===== config.mk =====
export PLATFORM = sky130hd
export DESIGN_NAME = ubr_uart
export DESIGN_NICKNAME = d
export VERILOG_FILES = /design/src/design/ubr_pkg.sv /design/src/design/ubr_uart.sv
export VERILOG_INCLUDE_DIRS = /design/src /design/src/design
export SDC_FILE = /design/constraint.sdc
export NUM_CORES = 1
export LEC_CHECK = 0
export CORE_ASPECT_RATIO = 1.75
export CORE_MARGIN = 2
export CORE_UTILIZATION = 58
export DETAILED_ROUTE_END_ITERATION = 12
export DONT_BUFFER_PORTS = 1
export HOLD_SLACK_MARGIN = 0.05
export PLACE_DENSITY_LB_ADDON = 0.3
export SYNTH_ARGS = -nofsm -noshare
export SYNTH_HDL_FRONTEND = slang
export SYNTH_SLANG_ARGS = --single-unit

===== constraint.sdc =====
create_clock -name i_clk -period 2.4 [get_ports i_clk]
set_input_delay 0.48 -clock i_clk [delete_from_list [all_inputs] [get_ports i_clk]]
set_output_delay 0.48 -clock i_clk [all_outputs]
set_load 0.01 [all_outputs]

===== src/design/ubr_cfg.svh =====
// ubr_cfg.svh: offsets, field positions, reset values and timing counts
// assumes: included by the package and the uart design file
`ifndef UBR_CFG_SVH
`define UBR_CFG_SVH
`define UBR_ADDR_W 4
`define UBR_OFS_CTRL 4'h0
`define UBR_OFS_STAT 4'h4
`define UBR_OFS_DATA 4'h8
`define UBR_OFS_DIV 4'hC
// control register fields
`define UBR_C_RX_ENABLE_BIT 0
`define UBR_C_NINE 1
`define UBR_C_PAR_ON 2
`define UBR_C_PAR_ODD 3
`define UBR_C_STOP2 4
`define UBR_C_BRK 5
`define UBR_C_RIE 6
`define UBR_C_TXEN 7
`define UBR_C_RX9 8
// status register fields
`define UBR_S_AVAIL 0
`define UBR_S_OVR 1
`define UBR_S_FRAME_ERR_FLAG 2
`define UBR_S_NOISE 3
`define UBR_S_PARITY_ERR_FLAG 4
`define UBR_S_IDLE 5
`define UBR_S_TIDLE 6
`define UBR_CTRL_RST 9'h000
`define UBR_DIV_RST 16'h0000
`define UBR_BRK_BITS 4'hD
`define UBR_OS_LAST 4'hF
`define UBR_OS_MID 4'h7
`endif


===== src/design/ubr_pkg.sv =====
// ubr_pkg.sv: types for the break-capable receiver uart
// assumes: ubr_cfg.svh on the include path
`include "ubr_cfg.svh"
package ubr_pkg;
    typedef struct packed {
        logic cyc;
        logic stb;
        logic we;
        logic [3:0] sel;
        logic [`UBR_ADDR_W-1:0] adr;
        logic [31:0] dat;
    } ubr_wb_req_s;
    typedef struct packed {
        logic frame_err_flag;
        logic noise;
        logic parity_err_flag;
        logic [8:0] data;
    } ubr_word_s;
    typedef enum logic [2:0] {
        RX_OFF, RX_HUNT, RX_START, RX_DATA, RX_PAR, RX_STOP, RX_WAITHI
    } ubr_rx_e;
    typedef enum logic [1:0] {TX_IDLE, TX_START, TX_ZERO, TX_STOP} ubr_tx_e;
endpackage : ubr_pkg


===== src/design/ubr_uart.sv =====
// ubr_uart.sv: serial receiver with two-word buffer, error flags, break send
// assumes: classic wishbone master on i_clk, serial line asynchronous
`timescale 1ns/100ps
`include "ubr_cfg.svh"
module ubr_uart (
    input wire logic i_clk,
    input wire logic i_arst_n,
    input wire logic i_ce,
    input wire ubr_pkg::ubr_wb_req_s i_wb,
    output logic [31:0] o_wb_dat,
    output logic o_wb_ack,
    input wire logic i_rx,
    output logic o_tx,
    output logic o_tx_oe,
    output logic o_rx_irq
);
    import ubr_pkg::*;

    ////////////////////////////////////////////////////////////////////////
    // registers and bus
    logic [8:0] ctrl_reg;
    logic [15:0] div_reg;
    logic ack_reg;
    logic [31:0] rdat_reg;
    logic stat_seen_reg;
    logic [8:0] status_vec;
    logic acc, wr, rd_stat, rd_data;
    logic pop;
    logic [1:0] cnt_reg;
    ubr_word_s fifo_mem [0:1];
    logic rd_ptr_reg;
    ubr_word_s head_word;
    assign head_word = fifo_mem[rd_ptr_reg];
    assign acc = i_wb.cyc && i_wb.stb && !ack_reg;
    assign wr = acc && i_wb.we;
    assign rd_stat = acc && !i_wb.we && i_wb.adr == `UBR_OFS_STAT;
    assign rd_data = acc && !i_wb.we && i_wb.adr == `UBR_OFS_DATA;

    always_ff @(posedge i_clk or negedge i_arst_n)
    begin
        if (!i_arst_n)
        begin
            ctrl_reg <= `UBR_CTRL_RST;
            div_reg <= `UBR_DIV_RST;
        end
        else if (i_ce && wr)
        begin
            if (i_wb.adr == `UBR_OFS_CTRL && i_wb.sel[0])
                ctrl_reg[7:0] <= i_wb.dat[7:0];
            if (i_wb.adr == `UBR_OFS_DIV && i_wb.sel[0])
                div_reg[7:0] <= i_wb.dat[7:0];
            if (i_wb.adr == `UBR_OFS_DIV && i_wb.sel[1])
                div_reg[15:8] <= i_wb.dat[15:8];
        end
        else if (i_ce && pop)
            ctrl_reg[`UBR_C_RX9] <= head_word.data[8];
    end

    always_ff @(posedge i_clk or negedge i_arst_n)
    begin
        if (!i_arst_n)
        begin
            ack_reg <= 1'b0;
            rdat_reg <= 32'h0000_0000;
            stat_seen_reg <= 1'b0;
        end
        else if (i_ce)
        begin
            ack_reg <= acc;
            if (acc && !i_wb.we)
            begin
                case (i_wb.adr)
                    `UBR_OFS_CTRL: rdat_reg <= {23'h0, ctrl_reg};
                    `UBR_OFS_STAT: rdat_reg <= {23'h0, status_vec};
                    `UBR_OFS_DATA: rdat_reg <= {23'h0, head_word.data};
                    `UBR_OFS_DIV: rdat_reg <= {16'h0, div_reg};
                    default: rdat_reg <= 32'h0000_0000;
                endcase
            end
            if (rd_stat)
                stat_seen_reg <= 1'b1;
            else if (rd_data || wr)
                stat_seen_reg <= 1'b0;
        end
    end
    assign o_wb_ack = ack_reg;
    assign o_wb_dat = rdat_reg;
    // status then data read releases the head word
    assign pop = rd_data && stat_seen_reg && cnt_reg != 2'h0;

    ////////////////////////////////////////////////////////////////////////
    // x16 tick and line synchroniser
    logic [15:0] os_cnt_reg;
    logic tick;
    assign tick = i_ce && os_cnt_reg == div_reg;
    always_ff @(posedge i_clk or negedge i_arst_n)
    begin
        if (!i_arst_n)
            os_cnt_reg <= 16'h0000;
        else if (i_ce)
            os_cnt_reg <= tick ? 16'h0000 : os_cnt_reg + 16'h0001;
    end

    logic [2:0] sync_reg;
    logic line_reg;
    always_ff @(posedge i_clk or negedge i_arst_n)
    begin
        if (!i_arst_n)
        begin
            sync_reg <= 3'h7;
            line_reg <= 1'b1;
        end
        else if (i_ce)
        begin
            sync_reg <= {sync_reg[1:0], i_rx};
            if (sync_reg[2] == sync_reg[1])
                line_reg <= sync_reg[2];
        end
    end

    ////////////////////////////////////////////////////////////////////////
    // receiver
    ubr_rx_e rx_state_reg;
    logic [3:0] os_reg;
    logic [3:0] bit_reg;
    logic [8:0] rsr_reg;
    logic [2:0] smp_reg;
    logic noise_reg, par_reg;
    logic vote, bit_end;
    logic push;
    ubr_word_s push_word;
    logic rx_en, nine;
    assign rx_en = ctrl_reg[`UBR_C_RX_ENABLE_BIT];
    assign nine = ctrl_reg[`UBR_C_NINE];
    assign vote = (smp_reg[0] & smp_reg[1]) | (smp_reg[0] & smp_reg[2])
        | (smp_reg[1] & smp_reg[2]);
    assign bit_end = tick && os_reg == `UBR_OS_LAST;

    always_ff @(posedge i_clk or negedge i_arst_n)
    begin
        if (!i_arst_n)
        begin
            rx_state_reg <= RX_OFF;
            os_reg <= 4'h0;
            bit_reg <= 4'h0;
            rsr_reg <= 9'h000;
            smp_reg <= 3'h7;
            noise_reg <= 1'b0;
            par_reg <= 1'b0;
            push <= 1'b0;
            push_word <= '0;
        end
        else if (i_ce)
        begin
            push <= 1'b0;
            if (tick)
            begin
                os_reg <= os_reg + 4'h1;
                // three samples around the bit centre
                if (os_reg >= `UBR_OS_MID - 4'h1
                    && os_reg <= `UBR_OS_MID + 4'h1)
                    smp_reg <= {smp_reg[1:0], line_reg};
            end
            case (rx_state_reg)
                RX_OFF:
                    if (rx_en)
                        rx_state_reg <= RX_WAITHI;
                RX_HUNT:
                    if (tick && !line_reg)
                    begin
                        rx_state_reg <= RX_START;
                        os_reg <= 4'h1;
                        noise_reg <= 1'b0;
                    end
                RX_START:
                    if (bit_end)
                    begin
                        if (vote)
                            rx_state_reg <= RX_HUNT;
                        else
                        begin
                            rx_state_reg <= RX_DATA;
                            bit_reg <= 4'h0;
                            par_reg <= 1'b0;
                        end
                    end
                RX_DATA:
                    if (bit_end)
                    begin
                        rsr_reg <= nine ? {vote, rsr_reg[8:1]}
                            : {1'b0, vote, rsr_reg[7:1]};
                        par_reg <= par_reg ^ vote;
                        bit_reg <= bit_reg + 4'h1;
                        if (bit_reg == (nine ? 4'h8 : 4'h7))
                            rx_state_reg <= RX_STOP;
                    end
                RX_STOP:
                    if (bit_end)
                    begin
                        // break: zero data, framing error, wait for high line
                        push <= 1'b1;
                        push_word.frame_err_flag <= !vote;
                        push_word.data <= rsr_reg;
                        push_word.noise <= noise_reg;
                        push_word.parity_err_flag <= ctrl_reg[`UBR_C_PAR_ON]
                            && (par_reg ^ ctrl_reg[`UBR_C_PAR_ODD]);
                        rx_state_reg <= vote ? RX_HUNT : RX_WAITHI;
                    end
                RX_WAITHI:
                    if (line_reg)
                        rx_state_reg <= RX_HUNT;
                default:
                    rx_state_reg <= RX_OFF;
            endcase
            if (tick && os_reg == `UBR_OS_MID + 4'h1
                && smp_reg[1:0] != {2{line_reg}})
                noise_reg <= 1'b1;
            if (!rx_en)
                rx_state_reg <= RX_OFF;
        end
    end

    ////////////////////////////////////////////////////////////////////////
    // two-word buffer and flags
    logic ovr_reg, frame_err_flag_reg, noise_f_reg, parity_err_flag_reg, irq_reg;
    always_ff @(posedge i_clk or negedge i_arst_n)
    begin
        if (!i_arst_n)
        begin
            cnt_reg <= 2'h0;
            rd_ptr_reg <= 1'b0;
            fifo_mem[0] <= '0;
            fifo_mem[1] <= '0;
            ovr_reg <= 1'b0;
            frame_err_flag_reg <= 1'b0;
            noise_f_reg <= 1'b0;
            parity_err_flag_reg <= 1'b0;
            irq_reg <= 1'b0;
        end
        else if (i_ce)
        begin
            irq_reg <= 1'b0;
            if (pop)
            begin
                ovr_reg <= 1'b0;
                frame_err_flag_reg <= 1'b0;
                noise_f_reg <= 1'b0;
                parity_err_flag_reg <= 1'b0;
                rd_ptr_reg <= !rd_ptr_reg;
            end
            if (push && (cnt_reg != 2'h2 || pop))
            begin
                fifo_mem[rd_ptr_reg ^ cnt_reg[0]] <= push_word;
                frame_err_flag_reg <= push_word.frame_err_flag;
                noise_f_reg <= push_word.noise;
                parity_err_flag_reg <= push_word.parity_err_flag;
                irq_reg <= ctrl_reg[`UBR_C_RIE];
            end
            else if (push)
            begin
                ovr_reg <= 1'b1;
                irq_reg <= ctrl_reg[`UBR_C_RIE];
            end
            if (push && !pop && cnt_reg != 2'h2)
                cnt_reg <= cnt_reg + 2'h1;
            else if (pop && !push)
                cnt_reg <= cnt_reg - 2'h1;
            if (!rx_en)
            begin
                cnt_reg <= 2'h0;
                ovr_reg <= 1'b0;
            end
        end
    end
    assign o_rx_irq = irq_reg;

    ////////////////////////////////////////////////////////////////////////
    // break transmitter
    ubr_tx_e tx_state_reg;
    logic [15:0] hold_reg;
    logic brk_armed_reg;
    logic [3:0] tos_reg;
    logic [3:0] zcnt_reg;
    logic stop2_reg;
    logic tx_reg;
    logic brk;
    assign brk = ctrl_reg[`UBR_C_BRK];
    always_ff @(posedge i_clk or negedge i_arst_n)
    begin
        if (!i_arst_n)
        begin
            hold_reg <= 16'h0000;
            brk_armed_reg <= 1'b0;
        end
        else if (i_ce)
        begin
            if (!brk)
            begin
                hold_reg <= 16'h0000;
                brk_armed_reg <= 1'b0;
            end
            else if (hold_reg > div_reg)
                brk_armed_reg <= 1'b1;
            else
                hold_reg <= hold_reg + 16'h0001;
        end
    end

    logic tbit;
    assign tbit = tick && tos_reg == `UBR_OS_LAST;
    always_ff @(posedge i_clk or negedge i_arst_n)
    begin
        if (!i_arst_n)
        begin
            tx_state_reg <= TX_IDLE;
            tos_reg <= 4'h0;
            zcnt_reg <= 4'h0;
            stop2_reg <= 1'b0;
            tx_reg <= 1'b1;
        end
        else if (i_ce)
        begin
            if (tick)
                tos_reg <= tos_reg + 4'h1;
            case (tx_state_reg)
                TX_IDLE:
                begin
                    tx_reg <= 1'b1;
                    if (brk_armed_reg && tbit)
                    begin
                        tx_state_reg <= TX_START;
                        tx_reg <= 1'b0;
                    end
                end
                TX_START:
                    if (tbit)
                    begin
                        tx_state_reg <= TX_ZERO;
                        zcnt_reg <= 4'h0;
                    end
                TX_ZERO:
                    if (tbit)
                    begin
                        zcnt_reg <= zcnt_reg + 4'h1;
                        if (zcnt_reg == `UBR_BRK_BITS - 4'h1)
                        begin
                            zcnt_reg <= 4'h0;
                            if (!brk)
                            begin
                                tx_state_reg <= TX_STOP;
                                tx_reg <= 1'b1;
                                stop2_reg <= ctrl_reg[`UBR_C_STOP2];
                            end
                        end
                    end
                TX_STOP:
                    if (tbit)
                    begin
                        if (stop2_reg)
                            stop2_reg <= 1'b0;
                        else
                            tx_state_reg <= TX_IDLE;
                    end
                default:
                    tx_state_reg <= TX_IDLE;
            endcase
        end
    end
    // break frames drive no transmit-empty or transmit interrupt
    assign o_tx = tx_reg;
    always_ff @(posedge i_clk or negedge i_arst_n)
    begin
        if (!i_arst_n)
            o_tx_oe <= 1'b0;
        else if (i_ce)
            o_tx_oe <= ctrl_reg[`UBR_C_TXEN];
    end

    // receiver idle flag and status word
    assign status_vec = {2'b00, tx_state_reg == TX_IDLE,
        rx_state_reg == RX_HUNT || rx_state_reg == RX_OFF
            || rx_state_reg == RX_WAITHI,
        parity_err_flag_reg, noise_f_reg, frame_err_flag_reg, ovr_reg,
        cnt_reg != 2'h0};

    ////////////////////////////////////////////////////////////////////////
    // checks
    property p_ovr_irq;
        @(posedge i_clk) disable iff (!i_arst_n)
        (i_ce && push && cnt_reg == 2'h2 && !pop && ctrl_reg[`UBR_C_RIE])
            |=> (o_rx_irq && ovr_reg);
    endproperty
    a_ovr_irq: assert property (p_ovr_irq) else $error("overrun no irq");
    property p_avail;
        @(posedge i_clk) disable iff (!i_arst_n)
        (i_ce && push && cnt_reg == 2'h0) |=> status_vec[`UBR_S_AVAIL];
    endproperty
    a_avail: assert property (p_avail) else $error("avail not set");
    property p_brk_gate;
        @(posedge i_clk) disable iff (!i_arst_n)
        (tx_state_reg == TX_IDLE && !brk_armed_reg) |=> tx_reg;
    endproperty
    a_brk_gate: assert property (p_brk_gate) else $error("early break");
    property p_clear;
        @(posedge i_clk) disable iff (!i_arst_n)
        (i_ce && $fell(status_vec[`UBR_S_AVAIL])) |-> $past(pop) || !rx_en;
    endproperty
    a_clear: assert property (p_clear) else $error("bad clear");
    property p_brk_wait;
        @(posedge i_clk) disable iff (!i_arst_n)
        (i_ce && rx_en && rx_state_reg == RX_STOP && bit_end && !vote)
            |=> rx_state_reg == RX_WAITHI;
    endproperty
    a_brk_wait: assert property (p_brk_wait) else $error("no wait");
    property p_noise;
        @(posedge i_clk) disable iff (!i_arst_n)
        (i_ce && push && cnt_reg != 2'h2)
            |=> noise_f_reg == $past(push_word.noise);
    endproperty
    a_noise: assert property (p_noise) else $error("noise flag");
endmodule : ubr_uart


== Yosys cells after proc, flatten, opt, wreduce, memory -nomap -nowiden ==
Cells that the tools add are included.

* Register bits after elaboration: 179
* Bits in latches: 0
* Memory bits (writable): 0
* Bits in read-only memories: 0
* Output and inout port bits: 36
* Logic and storage cells: 260
* Memories: 0

* Add/subtract/negate cells: 8
* Multiply operators: 0
* Divide/modulo/power cells: 0
* Magnitude comparators: 6
* Equal/unequal tests: 39
* Shift operators: 0
* Muxes and demuxes: 77
* Bitwise logic cells: 11
* Reductions and logical operators: 74

{| class="wikitable"
|+ Operator list
! operator !! number
|-
| 16-bit one-hot mux with 4 select lines || 1
|-
| 16-bit 2-to-1 mux || 3
|-
| 4-bit 2-to-1 mux || 10
|-
| 9-bit 2-to-1 mux || 4
|-
| 16-bit by 1-bit adder with 16-bit output (second input constant) || 2
|-
| 1-bit 2-to-1 mux || 30
|-
| 2-bit AND reduction || 14
|-
| 1-bit logical AND || 27
|-
| 24-bit bitwise mux || 1
|-
| 4-bit == test (second input constant) || 6
|-
| 3-bit 2-to-1 mux || 8
|-
| 2-bit 2-to-1 mux || 11
|-
| 2-bit inequality test (second input constant) || 11
|-
| 3-bit inequality test (second input constant) || 6
|-
| 3-bit one-hot mux with 6 select lines || 1
|-
| 2-bit nonzero test || 9
|-
| 4-bit by 1-bit adder with 4-bit output (second input constant) || 4
|-
| 16-bit == test || 1
|-
| 16-bit > comparator || 1
|-
| 4-bit one-hot mux with 2 select lines || 2
|-
| 12-bit demux with 1-bit select || 1
|-
| 12-bit 2-to-1 mux || 1
|-
| 3-bit AND reduction || 4
|-
| 5-bit AND reduction || 2
|-
| 33 further kinds || 55
|}

== Depth between registers and ports, before layout ==
* Depth in word-level cells: 11
* Mapped depth: 10
* Depth with buffers taken out: 9

== Worst setup path after synthesis ==
No wires, ideal clock.

* Path type: flip-flop to flip-flop
* Start point: reg div_reg[13]
* End point: reg hold_reg[8]
* Library setup time: 0.077 ns
* Data arrival time: 2.306 ns
* Required time: 2.323 ns
* Path slack: 0.016 ns
* Stages on the path, launching flop included: 11
* Buffers on the path: 1
* Period minus slack after synthesis: 2.384 ns
* Path through: dfrtp_1 > inv_1 > ha_1 > a21o_1 > a21o_1 > a221oi_2 > nor2_1 > or2_1 > buf_6 > or4_1 > a21oi_1

* Cells in the longest elaborated chain, start to end: 3

{| class="wikitable"
|+ RTL lines
! element !! RTL line !! RTL
|-
| start: declaration || ubr_uart.sv:22 || <nowiki>logic [15:0] div_reg;</nowiki>
|-
| start signal: assignment || ubr_uart.sv:44 || <nowiki>div_reg <= `UBR_DIV_RST;</nowiki>
|-
| start signal: assignment || ubr_uart.sv:53 || <nowiki>div_reg[15:8] <= i_wb.dat[15:8];</nowiki>
|-
| 16-bit > comparator || ubr_uart.sv:302 || <nowiki>else if (hold_reg > div_reg)</nowiki>
|-
| 2-bit inequality test (no line) || n/a ||
|-
| 2-bit AND reduction (no line) || n/a ||
|-
| end signal: assignment || ubr_uart.sv:305 || <nowiki>hold_reg <= hold_reg + 16'h0001;</nowiki>
|-
| end: declaration || ubr_uart.sv:280 || <nowiki>logic [15:0] hold_reg;</nowiki>
|}

No other way between the ends.
A chain may end at the register's enable or synchronous reset.

== Final worst setup path ==
* Start point: reg hold_reg[4]
* End point: reg hold_reg[8]

* Cells in the longest elaborated chain, start to end: 3
* Elaborated cells on any way between the ends: 6
* Those cells by class: 1 x add/sub; 1 x order compare; 1 x eq/ne; 2 x mux; 1 x reduce/logical

{| class="wikitable"
|+ RTL lines
! element !! RTL line
|-
| 16-bit by 1-bit adder with 16-bit output or 16-bit > comparator (tied branches) || ubr_uart.sv:305, ubr_uart.sv:302
|-
| 16-bit 2-to-1 mux or 2-bit inequality test (tied branches) || n/a
|-
| 16-bit 2-to-1 mux or 2-bit AND reduction (tied branches) || n/a
|}

Parallel ways exist; a longest one is shown, timed or not. The select of a mux whose other input is x is not followed.

==> impl_metrics.py <==
metrics = {
    "synthesis": {
        "yosys.area.top_type": "dfrtp_1",
        "synth_area_leaders": "dfrtp_1 (46%), mux2_2 (5.9%), nand2_1 (5.3%)",
        "netlist.area_leader.share_pct": 46.4,
        "async_flop_share_pct": 100,
        "synth-edff-count": 0,
        "syn_avg_cell_area_um2": 10.1,
        "synth-main-ff-cell": "dfrtp_1",
        "syn-cell-area_um2": 8040,
        "synth_seq_cells": 157,
        "yosys_warnings": 0,
        "yosysSeqAreaShare_pct": 49.0,
        "synth_cells": 799,
        "ys_types": 70,
    },
    "sta": {
        "tightest_slew_ns": 0.726,
        "finalCriticalPeriod_ns": 2.39,
        "timing.hold.ws_ns": -0.239,
        "setup_violations": 0,
        "slew_viol_final": 0,
        "fmax_mhz": 418,
        "clock_skew_ns": 0.0116,
        "rsz0062_at_grt": "true",
        "fin_tns_setup_ns": 0,
        "worst_slew_margin_rel_pct": 51.1,
        "hold_viol": 157,
        "fin_crit_sh_pct": 99.6,
    },
    "floorplan": {
        "die_w_um": 93.0,
        "dieArea_um2": 14900,
        "core_um2": 13700,
        "rows": 57,
        "io_pins": 83,
        "start_util_pct": 58.7,
        "die_h_um": 160,
    },
    "route": {
        "firstDrtPassIters": 5,
        "wire_per_inst_um": 19.1,
        "drc": 0,
        "drt-total-wl_um": 20000,
        "viasPerCell": 6.03,
        "drt-initial-drc-count": 500,
        "vias": 6295,
        "final_antenna_net_count": 0,
    },
    "run_status": {
        "outcome": "finished with violations",
        "violations": "hold timing",
    },
    "cts": {
        "cts_root_buf": "clkbuf_16",
        "cts-htree-levels": 4,
        "clk_latency_ns": 0.41,
        "cts_buffers": 17,
        "clk_pin_slew_worst_paths_ns": 0.06,
        "cts_num_sinks": 157,
        "cts.path.max_buffers": 2,
        "cts_tree": "done",
    },
    "setup_path": {
        "cp.depth": 8,
        "cp-start-kind": "flop",
        "cp-startpoint": "hold_reg[4]",
        "cp.required_ns": 2.74,
        "path_class": "reg2reg",
        "reg2reg_slack_ns": 0.01,
        "worst-path-max-fanout": 4,
        "slowest_stage": "or4_1",
        "crit_chain": "ha_1, nand4_1, nor4_4, or3_1, a21oi_2, or2_1, or4_1, a21oi_1",
        "critPathMaxStageDelay_ns": 0.50,
        "cp.arrival_ns": 2.73,
        "critPathBufInv": 0,
        "end_kind": "flop",
        "path_delay_family": "simple AND/OR/NAND/NOR gates",
        "timing.rr.end": "hold_reg[8]",
        "reg2reg_depth": 8,
        "worstReg2RegStart": "hold_reg[4]",
    },
    "layout": {
        "multi_input_area_um2": 4030,
        "largest_reg_flops": 18,
        "regArea_um2": 3940,
        "fill_cells": 997,
        "final_core_util_pct": 69.6,
        "largest-register": "fifo_mem",
        "drive_gt1_share_pct": 22.6,
        "nets": 929,
        "finish.instance_area_um2": 9530,
        "area_growth_pct": 18.5,
    },
    "worst_hold_path": {
        "hold_path.class": "in2async",
    },
    "flow_run": {
        "drv_cap": 0,
    },
    "grt": {
        "grt_pass1_vias": 6432,
        "grt_pass1_wl_um": 31900,
        "overflow": 0,
        "grtUsageTotal_pct": 27.6,
        "grt_max_degree": 158,
        "antenna_found_initial": 1,
    },
    "placement": {
        "placed_cell_area_um2": 8490,
        "hpwl_um": 14000,
        "gp_congestion": 0.905,
        "port_buffers": 0,
    },
    "pwr": {
        "power.density_nw_per_um2": 732,
        "leakage_nw": 4.47,
        "ir_drop_mv": 0.542,
    },
}
per-stage QoR:
| stage | power (mW) | setup WS (ns) | cells |
|---|---|---|---|
| after floorplan | 3.68 | 0.0163 | 814 |
| after global placement | 3.88 | 0.0373 | 999 |
| after detailed placement | 3.94 | -0.0854 | 999 |
| after CTS | 6.91 | 0.0115 | 1033 |
| after global routing | 7.26 | -0.0688 | 1043 |
| final | 6.98 | 0.0104 | 1044 |
layer usage:
| layer | wire [µm] | vias to the layer above | part of all wire, % | track usage, % |
|---|---|---|---|---|
| met5 | 0 | - | 0 | 0 |
| met4 | 1470 | 0 | 7.3 | 18.2 |
| met3 | 1040 | 79 | 5.2 | 7.17 |
| met2 | 10500 | 202 | 52 | 47.6 |
| met1 | 7000 | 3123 | 35 | 29.1 |
| li1 | - | 2891 | - | - |
synthesized netlist by cell type (2+ instances only):
cell type and instances:
a21o_1 8, a21oi_1 25, a221oi_1 6, a221oi_2 2
a22o_1 7, a31oi_1 3, and2_1 4, and3_1 11
and4_1 3, buf_1 2, buf_2 6, buf_4 18
clkbuf_1 20, dfrtp_1 149, dfstp_2 8, ha_1 28
inv_1 38, mux2_2 42, mux2i_1 9, nand2_1 113
nand2b_1 4, nand3_1 17, nand3b_1 2, nand4_1 19
nand4_2 2, nor2_1 53, nor2b_1 8, nor3_1 11
nor4_1 6, nor4_2 2, nor4b_1 2, o211ai_1 4
o21ai_0 56, o21ai_1 3, o22a_1 2, o22ai_1 7
o2bb2ai_1 3, o31ai_1 15, or2_1 3, or3_1 5
xnor2_1 31, xor2_1 14
kinds of logic after synthesis:
family / count (synthesis) / synth area share [%]
multiplexers: 52 / 7.14
other: 1 / 0.0466
buffers and inverters: 85 / 4.99
flip-flops: 157 / 49.0
adder cells (fa/ha/maj): 28 / 4.36
XOR/XNOR: 45 / 4.90
AO/OA/AOI/OAI: 157 / 12.7
AND/OR/NAND/NOR: 274 / 16.9
how the worst max path moves through the flow:
stage,end,slack [ns]
final,hold_reg[8],0.01
after global routing,hold_reg[8],-0.07
after CTS,hold_reg[14],0.01
after detailed placement,zcnt_reg[3],-0.09
after global placement,hold_reg[12],0.04
after floorplan,hold_reg[8],0.02
repair_timing:
action	in CTS	in global routing
pin swaps	7	15
gates resized for setup	12	38
setup buffers	3	10
hold endpoints to repair	157	157
endpoints found under the setup margin	21	33
report_power, final:
part	internal, mW	total (mW)	switching, mW
clock	1.90	2.93	1.03
sequential	2.84	3.10	0.258
combinational	0.441	0.952	0.511
total	5.18	6.98	1.80
area by class of cell:
| class | count | share of cell area (%) |
|---|---|---|
| Multi-Input combinational cell | 572 | 42.3 |
| Antenna cell | 1 | 0.0263 |
| Inverter | 38 | 1.50 |
| Clock inverter | 10 | 1.96 |
| Tap cell | 177 | 2.32 |
| Sequential cell | 157 | 41.4 |
| Timing Repair Buffer | 68 | 5.74 |
| Clock buffer | 21 | 4.83 |
placed cells by master (no fill, tap or decap), drive strengths merged, types with 5 or more instances in the layout:
| master | instances |
|---|---|
| conb | 16 |
| o22ai | 7 |
| a221oi | 8 |
| a21oi | 26 |
| or3 | 5 |
| nand2 | 113 |
| o31ai | 15 |
| nor2b | 8 |
| nor2 | 53 |
| xnor2 | 31 |
| a22o | 7 |
| ha | 28 |
| o21ai | 59 |
| a21o | 8 |
| dfstp | 8 |
| mux2i | 9 |
| clkbuf | 21 |
| inv | 39 |
| nor3 | 11 |
| xor2 | 14 |
| nand4 | 21 |
| bufinv | 5 |
| nor4 | 9 |
| mux2 | 43 |
| and3 | 11 |
| nand3 | 17 |
| buf | 68 |
| dfrtp | 149 |
Note: power is estimated with default switching activity, not from simulation.
